## src/inc/sdcr_consts.vh

```
`ifndef SDCR_CONSTS_VH
`define SDCR_CONSTS_VH

// ----------------------------------------------------------------
// register offsets
// ----------------------------------------------------------------
`define SDCR_OFF_ADDR       8'h00
`define SDCR_OFF_SRST       8'h01
`define SDCR_OFF_PIN0       8'h02

// ----------------------------------------------------------------
// field positions
// ----------------------------------------------------------------
`define SDCR_ADDR_MSB       7
`define SDCR_ADDR_LSB       1
`define SDCR_SRST_BIT       0
`define SDCR_MODE_MSB       7
`define SDCR_MODE_LSB       4
`define SDCR_PULL_MSB       3
`define SDCR_PULL_LSB       2
`define SDCR_INBUF_BIT      1
`define SDCR_OUTEN_BIT      0

// ----------------------------------------------------------------
// reset values (bus address value is arbitrary)
// ----------------------------------------------------------------
`define SDCR_ADDR_RST       7'h2A
`define SDCR_MODE_RST       4'h0
`define SDCR_PULL_RST       2'h1
`define SDCR_INBUF_RST      1'h0
`define SDCR_OUTEN_RST      1'h1

// ----------------------------------------------------------------
// field codes
// ----------------------------------------------------------------
`define SDCR_MODE_GENERAL_OUTPUT_VALUE     4'h0
`define SDCR_MODE_SIGDET    4'h1
`define SDCR_PULL_NONE      2'h0
`define SDCR_PULL_DOWN      2'h1
`define SDCR_PULL_UP        2'h2

// ----------------------------------------------------------------
// protocol counts
// ----------------------------------------------------------------
`define SDCR_BITS_PER_BYTE  4'h8

`endif

```

## src/sdcr_regs.v

```verilog
`timescale 1ns/100ps
`include "sdcr_consts.vh"


module sdcr_regs
(
    input  wire       ref_clk_in,
    input  wire       rst_in,
    input  wire       bus_chip_select_in,
    input  wire       scl_in,
    input  wire       sda_in,
    output wire       sda_out,
    output reg        sda_oe_out,
    input  wire       general_output_value_in,
    input  wire       signal_detect_in,
    input  wire       pin0_in,
    output wire       pin0_out,
    output wire       pin0_oe_out,
    output wire       pullup_en_out,
    output wire       pulldown_en_out,
    output wire       pin0_value_out,
    output wire       soft_reset_out
);

// ----------------------------------------------------------------
// states
// ----------------------------------------------------------------
localparam [3:0] ST_IDLE     = 4'h0;
localparam [3:0] ST_ADDR     = 4'h1;
localparam [3:0] ST_ADDR_ACK = 4'h2;
localparam [3:0] ST_REG      = 4'h3;
localparam [3:0] ST_REG_ACK  = 4'h4;
localparam [3:0] ST_WDATA    = 4'h5;
localparam [3:0] ST_WR_ACK   = 4'h6;
localparam [3:0] ST_RDATA    = 4'h7;
localparam [3:0] ST_RD_ACK   = 4'h8;

// ----------------------------------------------------------------
// storage
// ----------------------------------------------------------------
reg  [6:0] bus_address_field;
reg        soft_reset_request;
reg  [3:0] pin0_mode;
reg  [1:0] pin0_pull;
reg        pin0_in_buf_en;
reg        pin0_out_en;

reg  [3:0] state;
reg  [7:0] shift;
reg  [3:0] bit_cnt;
reg  [7:0] pointer;
reg        read_more;
reg        scl_prev;
reg        sda_prev;

wire       cfg_reset;
wire       scl_rise;
wire       scl_fall;
wire       bus_start;
wire       bus_stop;
wire       wr_strobe;
wire [7:0] rd_byte;

// ----------------------------------------------------------------
// read decode
// ----------------------------------------------------------------
// unmapped offsets read zero; reserved bits read zero
function [7:0] sdcr_read;
    input [7:0] off;
    input [6:0] addr;
    input       srst;
    input [3:0] mode;
    input [1:0] pull;
    input       inbuf;
    input       outen;
    begin
        case (off)
            `SDCR_OFF_ADDR: sdcr_read = {addr, 1'b0};
            `SDCR_OFF_SRST: sdcr_read = {7'h00, srst};
            `SDCR_OFF_PIN0: sdcr_read = {mode, pull, inbuf, outen};
            default:        sdcr_read = 8'h00;
        endcase
    end
endfunction

// ----------------------------------------------------------------
// bus line events
// ----------------------------------------------------------------
// pins are synchronous, so one stage of history is enough for edges
always @(posedge ref_clk_in)
begin
    if (rst_in)
    begin
        scl_prev <= 1'b1;
        sda_prev <= 1'b1;
    end
    else
    begin
        scl_prev <= scl_in;
        sda_prev <= sda_in;
    end
end

assign scl_rise  = scl_in & ~scl_prev;
assign scl_fall  = ~scl_in & scl_prev;
assign bus_start = scl_in & scl_prev & sda_prev & ~sda_in;
assign bus_stop  = scl_in & scl_prev & ~sda_prev & sda_in;
assign sda_out   = 1'b0;                  // open drain: only pulls low

// a data byte completes on the falling clock after its eighth bit
assign wr_strobe = (state == ST_WDATA) & scl_fall & (bit_cnt == `SDCR_BITS_PER_BYTE);

// byte at the pointer; one decode serves the first and every later read byte
assign rd_byte = sdcr_read(pointer, bus_address_field, soft_reset_request, pin0_mode,
                           pin0_pull, pin0_in_buf_en, pin0_out_en);

// ----------------------------------------------------------------
// serial slave state machine
// ----------------------------------------------------------------
// soft reset leaves the bus engine alone so the acknowledge of the
// write that asked for it still completes cleanly
always @(posedge ref_clk_in)
begin
    if (rst_in)
    begin
        state      <= ST_IDLE;
        shift      <= 8'h00;
        bit_cnt    <= 4'h0;
        pointer    <= 8'h00;
        read_more  <= 1'b0;
        sda_oe_out <= 1'b0;
    end
    else if (bus_start)
    begin
        state      <= ST_ADDR;
        bit_cnt    <= 4'h0;
        sda_oe_out <= 1'b0;
    end
    else if (bus_stop)
    begin
        state      <= ST_IDLE;
        sda_oe_out <= 1'b0;
    end
    else
    begin
        case (state)
            ST_IDLE:
            begin
                sda_oe_out <= 1'b0;
            end
            ST_ADDR, ST_REG, ST_WDATA:
            begin
                if (scl_rise)
                begin
                    shift   <= {shift[6:0], sda_in};
                    bit_cnt <= bit_cnt + 4'h1;
                end
                else if (scl_fall && bit_cnt == `SDCR_BITS_PER_BYTE)
                begin
                    bit_cnt <= 4'h0;
                    if (state == ST_ADDR)
                    begin
                        // address sits one place left; low bit is direction
                        if (shift[7:1] == bus_address_field
                            && bus_chip_select_in)
                        begin
                            read_more  <= shift[0];
                            sda_oe_out <= 1'b1;
                            state      <= ST_ADDR_ACK;
                        end
                        else
                        begin
                            state <= ST_IDLE;
                        end
                    end
                    else if (state == ST_REG)
                    begin
                        pointer    <= shift;
                        sda_oe_out <= 1'b1;
                        state      <= ST_REG_ACK;
                    end
                    else
                    begin
                        pointer    <= pointer + 8'h01;
                        sda_oe_out <= 1'b1;
                        state      <= ST_WR_ACK;
                    end
                end
            end
            ST_ADDR_ACK:
            begin
                if (scl_fall)
                begin
                    if (read_more)
                    begin
                        shift      <= rd_byte;
                        sda_oe_out <= ~rd_byte[7];  // msb goes out first
                        state      <= ST_RDATA;
                    end
                    else
                    begin
                        sda_oe_out <= 1'b0;
                        state      <= ST_REG;
                    end
                end
            end
            ST_REG_ACK, ST_WR_ACK:
            begin
                if (scl_fall)
                begin
                    sda_oe_out <= 1'b0;
                    state      <= ST_WDATA;
                end
            end
            ST_RDATA:
            begin
                if (scl_fall)
                begin
                    if (bit_cnt == 4'h7)
                    begin
                        sda_oe_out <= 1'b0;  // release for master acknowledge
                        pointer    <= pointer + 8'h01;
                        bit_cnt    <= 4'h0;
                        state      <= ST_RD_ACK;
                    end
                    else
                    begin
                        shift      <= {shift[6:0], 1'b0};
                        sda_oe_out <= ~shift[6];
                        bit_cnt    <= bit_cnt + 4'h1;
                    end
                end
            end
            ST_RD_ACK:
            begin
                if (scl_rise)
                begin
                    read_more <= ~sda_in;
                end
                else if (scl_fall)
                begin
                    if (read_more)
                    begin
                        shift      <= rd_byte;
                        sda_oe_out <= ~rd_byte[7];
                        state      <= ST_RDATA;
                    end
                    else
                    begin
                        state <= ST_IDLE;
                    end
                end
            end
            default:
            begin
                state      <= ST_IDLE;
                sda_oe_out <= 1'b0;
            end
        endcase
    end
end

// ----------------------------------------------------------------
// bus address register
// ----------------------------------------------------------------
// only power-up reset touches it; the soft reset must not move the slave
always @(posedge ref_clk_in)
begin
    if (rst_in)
        bus_address_field <= `SDCR_ADDR_RST;
    else if (wr_strobe && pointer == `SDCR_OFF_ADDR)
        bus_address_field <= shift[`SDCR_ADDR_MSB:`SDCR_ADDR_LSB];
end

// ----------------------------------------------------------------
// soft reset and pin configuration registers
// ----------------------------------------------------------------
// the request lives one clock, then its own reset clears it
assign cfg_reset      = rst_in | soft_reset_request;
assign soft_reset_out = soft_reset_request;

always @(posedge ref_clk_in)
begin
    if (cfg_reset)
    begin
        soft_reset_request <= 1'b0;
        pin0_mode          <= `SDCR_MODE_RST;
        pin0_pull          <= `SDCR_PULL_RST;
        pin0_in_buf_en     <= `SDCR_INBUF_RST;
        pin0_out_en        <= `SDCR_OUTEN_RST;
    end
    else if (wr_strobe)
    begin
        if (pointer == `SDCR_OFF_SRST)
            soft_reset_request <= shift[`SDCR_SRST_BIT];
        if (pointer == `SDCR_OFF_PIN0)
        begin
            pin0_mode      <= shift[`SDCR_MODE_MSB:`SDCR_MODE_LSB];
            pin0_pull      <= shift[`SDCR_PULL_MSB:`SDCR_PULL_LSB];
            pin0_in_buf_en <= shift[`SDCR_INBUF_BIT];
            pin0_out_en    <= shift[`SDCR_OUTEN_BIT];
        end
    end
end

// ----------------------------------------------------------------
// pin 0 driver
// ----------------------------------------------------------------
sdcr_pin0_ctrl u_pin0
(
    .ref_clk_in              (ref_clk_in),
    .rst_in                  (cfg_reset),
    .mode_in                 (pin0_mode),
    .pull_in                 (pin0_pull),
    .in_buf_en_in            (pin0_in_buf_en),
    .out_en_in               (pin0_out_en),
    .general_output_value_in (general_output_value_in),
    .signal_detect_in        (signal_detect_in),
    .pin0_in                 (pin0_in),
    .pin0_out                (pin0_out),
    .pin0_oe_out             (pin0_oe_out),
    .pullup_en_out           (pullup_en_out),
    .pulldown_en_out         (pulldown_en_out),
    .pin0_value_out          (pin0_value_out)
);

endmodule // sdcr_regs

```

## src/sdcr_pin0_ctrl.v

```verilog
`timescale 1ns/100ps
`include "sdcr_consts.vh"

module sdcr_pin0_ctrl
(
    input  wire       ref_clk_in,
    input  wire       rst_in,
    input  wire [3:0] mode_in,
    input  wire [1:0] pull_in,
    input  wire       in_buf_en_in,
    input  wire       out_en_in,
    input  wire       general_output_value_in,
    input  wire       signal_detect_in,
    input  wire       pin0_in,
    output reg        pin0_out,
    output reg        pin0_oe_out,
    output reg        pullup_en_out,
    output reg        pulldown_en_out,
    output reg        pin0_value_out
);

// ----------------------------------------------------------------
// function decode
// ----------------------------------------------------------------
// reserved codes drive low so an undefined selection never floats data
function sdcr_pin_src;
    input [3:0] mode;
    input       general_output_value;
    input       sigdet;
    begin
        case (mode)
            `SDCR_MODE_GENERAL_OUTPUT_VALUE:  sdcr_pin_src = general_output_value;
            `SDCR_MODE_SIGDET: sdcr_pin_src = sigdet;
            default:           sdcr_pin_src = 1'b0;
        endcase
    end
endfunction

// ----------------------------------------------------------------
// registered pin drive
// ----------------------------------------------------------------
// pin value, enable and pulls follow the configuration one clock later
always @(posedge ref_clk_in)
begin
    if (rst_in)
    begin
        pin0_out        <= 1'b0;
        pin0_oe_out     <= 1'b0;
        pullup_en_out   <= 1'b0;
        pulldown_en_out <= 1'b0;
        pin0_value_out  <= 1'b0;
    end
    else
    begin
        pin0_out        <= sdcr_pin_src(mode_in, general_output_value_in,
                                        signal_detect_in);
        pin0_oe_out     <= out_en_in;
        pullup_en_out   <= (pull_in == `SDCR_PULL_UP);
        pulldown_en_out <= (pull_in == `SDCR_PULL_DOWN);
        pin0_value_out  <= in_buf_en_in & pin0_in;         // buffer off reads 0
    end
end

endmodule // sdcr_pin0_ctrl

```

## config.mk

```make
export PLATFORM = sky130hd
export DESIGN_NAME = sdcr_regs
export DESIGN_NICKNAME = d
export VERILOG_FILES = /design/src/sdcr_regs.v /design/src/sdcr_pin0_ctrl.v
export VERILOG_INCLUDE_DIRS = /design/src /design/src/inc
export SDC_FILE = /design/constraint.sdc
export NUM_CORES = 1
export LEC_CHECK = 0
export ABC_AREA = 1
export CAP_MARGIN = 5
export CORE_MARGIN = 2
export CORE_UTILIZATION = 60
export CTS_BUF_LIST = sky130_fd_sc_hd__clkbuf_2 sky130_fd_sc_hd__clkbuf_4 sky130_fd_sc_hd__clkbuf_8
export CTS_CLUSTER_DIAMETER = 100
export DETAILED_ROUTE_END_ITERATION = 10
export DONT_BUFFER_PORTS = 1
export PLACE_DENSITY = 0.78
export SYNTH_ARGS = -nofsm -noshare
export SYNTH_HDL_FRONTEND = slang
export SYNTH_SLANG_ARGS = --single-unit
```

## constraint.sdc

```tcl
create_clock -name ref_clk_in -period 1.51 [get_ports ref_clk_in]
set_input_delay 0 -clock ref_clk_in [delete_from_list [all_inputs] [get_ports ref_clk_in]]
set_output_delay 0 -clock ref_clk_in [all_outputs]
set_load 0.05 [all_outputs]
```

Word-level counts from Yosys, hierarchy flattened
Cells that the tools add are included.
{"block": "word_totals", "ff_bits": 49, "in_bits": 8, "out_inout_bits": 8}
{"block": "op_classes", "add_sub_neg": 2, "eq_ne": 42, "muxes": 56, "n_bitwise": 20, "n_reduce_logical": 22}
{"operator": "$mux 8", "n": 12}
{"operator": "$mux 4", "n": 13}
{"operator": "$ne 4x4->1 const B", "n": 8}
{"operator": "$pmux 8 s4", "n": 1}
{"operator": "$ne 2x2->1 const B", "n": 15}
{"operator": "$reduce_and 9->1", "n": 3}
{"operator": "$pmux 4 s6", "n": 1}
{"operator": "$pmux 8 s3", "n": 1}
{"operator": "$eq 4x3->1 const B", "n": 5}
{"operator": "$mux 1", "n": 19}
{"operator": "$pmux 8 s2", "n": 1}
{"operator": "$reduce_and 8->1", "n": 2}
{"operator": "$and 1x1->1", "n": 10}
{"operator": "$ne 3x3->1 const B", "n": 3}
{"operator": "$not 1->1", "n": 9}
{"operator": "$add 8x1->8 const B", "n": 1}
{"operator": "$eq 4x1->1 const B", "n": 2}
{"operator": "$eq 4x2->1 const B", "n": 2}
{"operator": "$eq 4x4->1 const B", "n": 2}
{"operator": "$eq 8x1->1 const B", "n": 1}
{"operator": "$eq 8x2->1 const B", "n": 1}
{"operator": "$logic_not 4->1", "n": 2}
{"operator": "$logic_not 8->1", "n": 1}
{"operator": "$pmux 4 s2", "n": 1}
{"operator": "17 further kinds", "n": 26}

Logic depth before layout (Yosys ltp)
Gate-level depths: netlist of the first run.
{"block": "logic_depth", "ltp_word": 9, "depth_mapped": 13, "ltp_nobuf": 13}

By module
From an unflattened synthesis of the first run, not the netlist that was laid out.
{"block": "hier_totals", "hier_cells": 482, "area_unflattened_um2": 2955.3}
{"module": "sdcr_regs", "n_inst": 1, "cells_per_inst": 459, "area_each_um2": 2776.4}
{"module": "sdcr_pin0_ctrl", "n_inst": 1, "cells_per_inst": 23, "area_each_um2": 178.9}

Least setup slack after synthesis of the first run
Ideal clock, no wire load.
{"block": "synth_path", "path_kind": "register -> register", "start": "reg pointer[0]", "end": "reg pin0_out_en", "setup_time_ps": 137, "arrival_ps": 1410, "required_time_ps": 1373, "path_slack_ps": -37, "stages_incl_launch_ff": 9, "n_path_buf": 1, "cell_sequence": "dfxtp_1 > inv_1 > ha_1 > inv_1 > nor2_2 > nand2_1 > nor2_2 > buf_2 > o211ai_1"}
{"block": "synth_via", "elab_chain_len": 2}
{"item": "from (decl)", "line": "sdcr_regs.v:51", "rtl": "reg [7:0] pointer;"}
{"item": "from (signal assigned)", "line": "sdcr_regs.v:178", "rtl": "pointer <= shift;"}
{"item": "from (signal assigned)", "line": "sdcr_regs.v:184", "rtl": "pointer <= pointer + 8'h01;"}
{"item": "from (signal assigned)", "line": "sdcr_regs.v:222", "rtl": "pointer <= pointer + 8'h01;"}
{"item": "$eq 8x2->1"}
{"item": "$reduce_and 2->1 (no source line)"}
{"item": "to (signal assigned)", "line": "sdcr_regs.v:290", "rtl": "pin0_out_en <= `SDCR_OUTEN_RST;"}
{"item": "to (signal assigned)", "line": "sdcr_regs.v:301", "rtl": "pin0_out_en <= shift[`SDCR_OUTEN_BIT];"}
{"item": "to (decl)", "line": "sdcr_regs.v:46", "rtl": "reg pin0_out_en;"}
Every way passes these cells.
A chain may end at the register's enable or synchronous reset.

Final worst setup path of the first run
{"block": "layout_path", "start": "reg bit_cnt[2]", "end": "reg pointer[1]"}
{"block": "layout_via", "elab_chain_len": 4, "word_cells_on_any_way": 6}
{"item": "from (decl)", "line": "sdcr_regs.v:50", "rtl": "reg [3:0] bit_cnt;"}
{"item": "from (signal assigned)", "line": "sdcr_regs.v:156", "rtl": "bit_cnt <= bit_cnt + 4'h1;"}
{"item": "from (signal assigned)", "line": "sdcr_regs.v:230", "rtl": "bit_cnt <= bit_cnt + 4'h1;"}
{"item": "$eq 4x4->1 (no source line)"}
{"item": "$logic_and 1x1->1 (no source line)"}
{"item": "$ne 2x2->1 (no source line)"}
{"item": "$reduce_and 8->1 (no source line) (*)"}
Mark *: on every way between the ends. The rest lies on a longest branch, timed or not.

==> results of run 1 <==
## cell usage in the layout (no fill, tap or decap), types with 3 or more instances in the layout
cell / instances
nand2_1: 112
nand3_4: 4
inv_2: 13
nor2_4: 15
nand3_2: 11
a21oi_1: 19
nor2_2: 12
o21ai_4: 5
dfxtp_2: 10
nand2_4: 6
buf_6: 11
nand2_2: 12
o21ai_0: 17
nand3_1: 27
inv_1: 54
dfxtp_1: 37
o21ai_1: 7
dlygate4sd3_1: 5
o21ai_2: 13
buf_4: 68
o211ai_1: 5
nor2_1: 30
ha_1: 3
clkbuf_8: 5
a21oi_2: 8
## power breakdown
part | switching (mW) | leakage [nW] | internal [mW] | total (mW)
Sequential | 0.234 | 0.404 | 1.55 | 1.78
Combinational | 3.33 | 1.58 | 2.05 | 5.38
Clock | 0.510 | 0.0423 | 0.338 | 0.849
Total | 4.08 | 2.03 | 3.94 | 8.01
## state kept, by name, summed over array words and instances, names as in the netlist, 2 cells and up
| register | flops |
|---|---|
| shift | 8 |
| bus_address_field | 7 |
| pin0_pull | 2 |
| bit_cnt | 4 |
| pointer | 8 |
| pin0_mode | 4 |
| state | 4 |
## final cells by class
| cell class | count | area, um^2 | share of cell area (%) |
|---|---|---|---|
| Sequential cell | 49 | 1000 | 23.6 |
| Timing Repair Buffer | 89 | 772 | 18.2 |
| Clock inverter | 3 | 26.3 | 0.619 |
| Timing Repair inverter | 1 | 6.26 | 0.147 |
| Inverter | 68 | 260 | 6.13 |
| Clock buffer | 5 | 68.8 | 1.62 |
| Tap cell | 54 | 67.6 | 1.59 |
| Multi-Input combinational cell | 331 | 2050 | 48.2 |
## kinds of logic (layout without fill, tap and decap cells)
group | count (synthesis) | after routing | synth area share (%)
fa+ha+maj | 6 | 6 | 2.61
buf+inv | 79 | 166 | 11.0
flops | 49 | 49 | 34.1
simple gates | 239 | 239 | 36.0
other cells | 1 | 1 | 0.130
xor+xnor | 4 | 4 | 1.22
compound gates | 81 | 81 | 15.0
## what timing repair did
| item | in CTS | in global routing |
|---|---|---|
| gates cloned | 2 | 2 |
| pin swaps | 23 | 21 |
| hold buffers | 5 | 0 |
| endpoints found under the hold margin | 18 | 0 |
| resized for setup | 74 | 102 |
| setup endpoints to repair | 41 | 42 |
| buffers inserted | 8 | 9 |
## through the flow
stage / area [um^2] / setup TNS, ps / cells / worst slack [ps]
after global routing: 4250 / -12520 / 600 / -504
after CTS: 3910 / -341 / 591 / -41.5
after global placement: 3410 / -1950 / 568 / -96.1
final: 4250 / -6460 / 600 / -361
after detailed placement: 3410 / -4200 / 568 / -171
after floorplan: 2880 / 0 / 459 / 6.06
## path summary, 6_finish.rpt
| kind | cells after the start | slack [ps] | startpoint | endpoint |
|---|---|---|---|---|
| max reg2reg | 10 | -360 | bit_cnt[2] | pointer[1] |
| max | 10 | -360 | bit_cnt[2] | pointer[1] |
| min | 2 | 80 | general_output_value_in | u_pin0.pin0_out |
| min reg2reg | 2 | 470 | pointer[6] | pointer[6] |
## metal layers
metal	part of all wire, %	GRT usage [%]	vias to the layer above
li1	-	-	1643
met1	33	42.8	1764
met2	44	63.3	451
met3	12	9.05	180
met4	10	19.3	0
met5	0	0	-
==> impl_metrics.py, run 1 <==
metrics = {
    "run_status": {
        "status": "complete, but fails checks",
        "violations": "negative setup slack",
    },
    "clocking": {
        "clk_pin_slew_ps": 110,
        "clk_latency_ps": 310,
        "cts_tree": "yes",
        "clock-sinks": 49,
        "cts_root_buf": "clkbuf_8",
        "cts_max_level": 2,
        "clockBufferDepth": 2,
        "numCtsBuffers": 5,
    },
    "worst_setup_path": {
        "path_cells": "inv_1 -> nor2_2 -> nand2_1 -> nand2_2 -> nand3_2 -> nor2_2 -> nand2_4 -> buf_6 -> o21ai_0 -> a21oi_1",
        "crit_slowest_cell": "dfxtp_1",
        "crit_family": "simple AND/OR/NAND/NOR gates",
        "path_class": "flop to flop",
        "cp-end-kind": "flop",
        "crit_path_start_kind": "flop",
        "cp.arrival_ps": 2080,
        "crit_path_max_incr_delay_ps": 360,
        "cp_max_fo": 6,
        "critPathBufInv": 2,
        "required_ps": 1710,
        "cp_common_cell": "nor2_2",
    },
    "cells_and_area": {
        "nFillCells": 180,
        "drive_gt1_share_pct": 39.4,
        "fin_util_pct": 91.1,
        "fin_nets": 559,
        "area_delta_synth_final_pct": 47.6,
        "diodes": 0,
    },
    "die": {
        "placementRows": 25,
        "initial_core_util_pct": 61.7,
        "die_w_um": 73.3,
        "core_um2": 4660,
        "die_h_um": 73.3,
        "io_pins": 16,
        "die_area_um2": 5370,
    },
    "yosys": {
        "syn_nets": 473,
        "synth-seq-cells": 49,
        "avgSynthCellArea_um2": 6.27,
        "synth-edff-count": 0,
        "yosysTopAreaCell": "dfxtp_1",
        "syn_area_um2": 2880,
        "yosys_warnings": 0,
        "ys_seq_area_share_pct": 34.1,
        "post_synth_num_cell_types": 35,
        "async_reset_ff_share_pct": 0,
        "synth_area_leaders": "dfxtp_1 34%, nand2_1 16%, inv_1 8.3%",
        "syn_inst": 459,
        "yosysTopAreaCellShare_pct": 34.1,
        "ys.flop_type": "dfxtp_1",
        "synth_most_common_cell": "nand2_1",
        "yosys-top-cells-count": "126 x nand2_1, 64 x inv_1, 52 x nor2_1",
    },
    "sta": {
        "worst_pin_slew_ps": 503,
        "slew_headroom_pct": 66.4,
        "maxSlewViolCount": 0,
        "worst_hold_slack_ps": 78.4,
        "final.period_utilization_pct": 124,
        "layout_min_cycle_time_ps": 1870,
        "skew_ps": 10.5,
        "fin_ws_ps": -361,
        "max_freq_mhz": 534,
        "setup_viol": 41,
        "finalHoldViolations": 0,
        "rsz0062_at_grt": "yes",
    },
    "grt": {
        "grt_pass1_vias": 3314,
        "grt-ovfl-total": 0,
        "grt_antenna_before_repair": 0,
        "grt_usage_pct": 37.1,
        "grt_max_degree": 22,
        "grt_pass1_wl_mm": 15.6,
    },
    "power": {
        "power_density_nw_per_um2": 1890,
        "power.leakage_nw": 2.03,
        "irDropWorstVdd_mv": 1.18,
        "power_mw": 8.01,
    },
    "flow_run": {
        "maxCapViolCount": 0,
    },
    "placed_design": {
        "numPortBuffers": 0,
        "dp_hpwl_mm": 5.95,
        "finalWeightedCongestion": 0.949,
    },
    "detailed_routing": {
        "wl_mm": 13.0,
        "vias": 4038,
        "avgViaCountPerCell": 6.73,
        "antenna_left": 0,
        "drt-initial-drc-count": 780,
        "wl_per_cell_um": 21.7,
        "drcViolationCount": 0,
        "first_pass_iters": 7,
    },
    "hold_path": {
        "min_path_type": "input pin to flop",
    },
}
Power figures use the tool's default switching activity.
==> inputs of run 2 (changes only) <==
--- a/config.mk
+++ b/config.mk
@@ -8,13 +8,15 @@
 export LEC_CHECK = 0
 export ABC_AREA = 1
 export CAP_MARGIN = 5
+export CELL_PAD_IN_SITES_DETAIL_PLACEMENT = 0
+export CELL_PAD_IN_SITES_GLOBAL_PLACEMENT = 1
 export CORE_MARGIN = 2
-export CORE_UTILIZATION = 60
+export CORE_UTILIZATION = 42
 export CTS_BUF_LIST = sky130_fd_sc_hd__clkbuf_2 sky130_fd_sc_hd__clkbuf_4 sky130_fd_sc_hd__clkbuf_8
 export CTS_CLUSTER_DIAMETER = 100
 export DETAILED_ROUTE_END_ITERATION = 10
 export DONT_BUFFER_PORTS = 1
-export PLACE_DENSITY = 0.78
+export PLACE_DENSITY_LB_ADDON = 0.1
 export SYNTH_ARGS = -nofsm -noshare
 export SYNTH_HDL_FRONTEND = slang
 export SYNTH_SLANG_ARGS = --single-unit
==> run 2 against run 1 <==
  * Sequential share of layout area increased by 0.99 points
  * First-iteration DRC count decreased by 71%
  * Register-to-register slack improved by 300 ps
  * The run still ends with negative setup slack left
  * Largest power group unchanged
  * Cell count increased by 3.5%
  * Global-route usage decreased by 14 points
  * Total power decreased by 10%
  * Clock power increased by 17%
  * Flip-flop and latch count unchanged
  * Die area increased by 40%
==> impl_metrics.py, run 2 (synthesized netlist as in run 1, its figures left out) <==
metrics = {
    "grt": {
        "grt_usage_pct": 22.6,
        "grt-ovfl-total": 0,
        "grt_max_degree": 25,
        "grt_pass1_vias": 2836,
        "grt_antenna_before_repair": 0,
        "grt_pass1_wl_mm": 13.5,
    },
    "sta": {
        "layout_min_cycle_time_ps": 1570,
        "maxSlewViolCount": 0,
        "setup_viol": 3,
        "final.period_utilization_pct": 104,
        "fin_ws_ps": -59.8,
        "worst_hold_slack_ps": 82.6,
        "max_freq_mhz": 637,
        "rsz0062_at_grt": "yes",
        "skew_ps": 10.8,
        "finalHoldViolations": 0,
    },
    "clocking": {
        "clock-sinks": 49,
        "cts_max_level": 2,
        "clk_pin_slew_ps": 100,
        "numCtsBuffers": 5,
        "clk_latency_ps": 310,
        "cts_tree": "yes",
        "clockBufferDepth": 2,
        "cts_root_buf": "clkbuf_8",
    },
    "worst_setup_path": {
        "path_class": "flop to flop",
        "r2r_start": "state[3]",
        "r2r_cells": 10,
        "crit_path_start_kind": "flop",
        "cp.arrival_ps": 1780,
        "required_ps": 1720,
        "startpoint": "state[3]",
        "cp_max_fo": 8,
        "cp-end-kind": "flop",
        "r2r_end": "pointer[7]",
        "r2r_setup_slack_ps": -60,
    },
    "detailed_routing": {
        "drcViolationCount": 0,
        "avgViaCountPerCell": 5.05,
        "antenna_left": 0,
        "first_pass_iters": 4,
        "vias": 3134,
        "wl_per_cell_um": 13.7,
        "wl_mm": 8.53,
        "drt-initial-drc-count": 227,
    },
    "die": {
        "die_area_um2": 7530,
        "die_w_um": 86.8,
        "die_h_um": 86.8,
        "initial_core_util_pct": 42.8,
        "placementRows": 30,
        "core_um2": 6720,
        "io_pins": 16,
    },
    "cells_and_area": {
        "reg_top3": "pointer: 8 flops, shift: 8 flops, bus_address_field: 7 flops",
        "drive_gt1_share_pct": 36.8,
        "fin_cells": 621,
        "final_common_cell": "nand2_1",
        "diodes": 0,
        "fin_nets": 554,
        "most-common-layout-cells": "105 x nand2_1, 67 x buf_4, 51 x inv_1",
        "fin_util_pct": 61.0,
        "nFillCells": 629,
        "area_delta_synth_final_pct": 42.4,
    },
    "power": {
        "power.leakage_nw": 1.95,
        "irDropWorstVdd_mv": 0.860,
        "power_density_nw_per_um2": 1760,
    },
    "placed_design": {
        "finalWeightedCongestion": 0.879,
        "placed_cells": 597,
        "numPortBuffers": 0,
        "dp_slack_ps": -213,
        "dp_hpwl_mm": 5.97,
    },
    "run_status": {
        "violations": "negative setup slack",
        "status": "complete, but fails checks",
    },
    "hold_path": {
        "min_from": "scl_in",
        "min_to": "bit_cnt[2]",
        "min_path_type": "input pin to flop",
        "min_delay_path_depth": 4,
    },
    "flow_run": {
        "maxCapViolCount": 0,
    },
}
## run 2: cell type report
| class | count | area (um^2) | area share, % |
|---|---|---|---|
| clock buffers | 5 | 68.8 | 1.68 |
| well taps | 80 | 100 | 2.44 |
| inverters | 68 | 263 | 6.41 |
| multi-input cells | 331 | 1910 | 46.7 |
| repair buffers | 84 | 696 | 17.0 |
| clock inverters | 3 | 43.8 | 1.07 |
| repair inverters | 1 | 6.26 | 0.153 |
| flip-flops and latches | 49 | 1010 | 24.5 |
## run 2: power by group
group          switching, mW  internal [mW]  leakage [nW]
Combinational           2.55           1.88          1.48
Sequential             0.219           1.55         0.405
Clock                  0.499          0.498        0.0585
Total                   3.26           3.93          1.95
## run 2: worst max path at each step
stage / to / cells after the start
final: pointer[7] / 10
after global routing: state[0] / 11
after detailed placement: bus_address_field[0] / 9
after CTS: pin0_in_buf_en / 10
after global placement: pin0_in_buf_en / 9
after floorplan: bus_address_field[1] / 8
## run 2: metal layers
layer  vias to the layer above  share of wire (%)  GRT usage [%]
li1                       1624                  -              -
met1                      1449                 48           32.7
met2                        50                 47           36.0
met3                        11                2.9           2.48
met4                         0                1.5           5.68
met5                         -                  0              0
## run 2: what timing repair did
| action | 4_1_cts | 5_1_grt |
|---|---|---|
| resized for setup | 49 | 100 |
| endpoints found under the setup margin | 41 | 42 |
| pin swaps | 7 | 27 |
| setup buffers | 1 | 8 |
| hold endpoints to repair | 17 | 0 |
| hold buffers | 6 | 0 |
| gates cloned | 1 | 1 |
## run 2: stage by stage
| step | setup TNS (ps) | power, mW | cell area (um^2) |
|---|---|---|---|
| final | -63.2 | 7.19 | 4100 |
| after global routing | -2750 | 7.74 | 4100 |
| after CTS | -191 | 6.52 | 3760 |
| after detailed placement | -4570 | 5.17 | 3450 |
| after global placement | -2710 | 5.15 | 3450 |
| after floorplan | 0 | 3.81 | 2880 |
## run 2: worst max-delay path, stage by stage, from the launching register on
cell and delay (ps):
dfxtp_4 380, inv_4 80, nand2_4 50, nor2_4 230, nand2_2 120, nand3_2 80, nor2_2 50, nand2_4 140
clkinv_4 90, o21ai_0 180, nor2_1 60
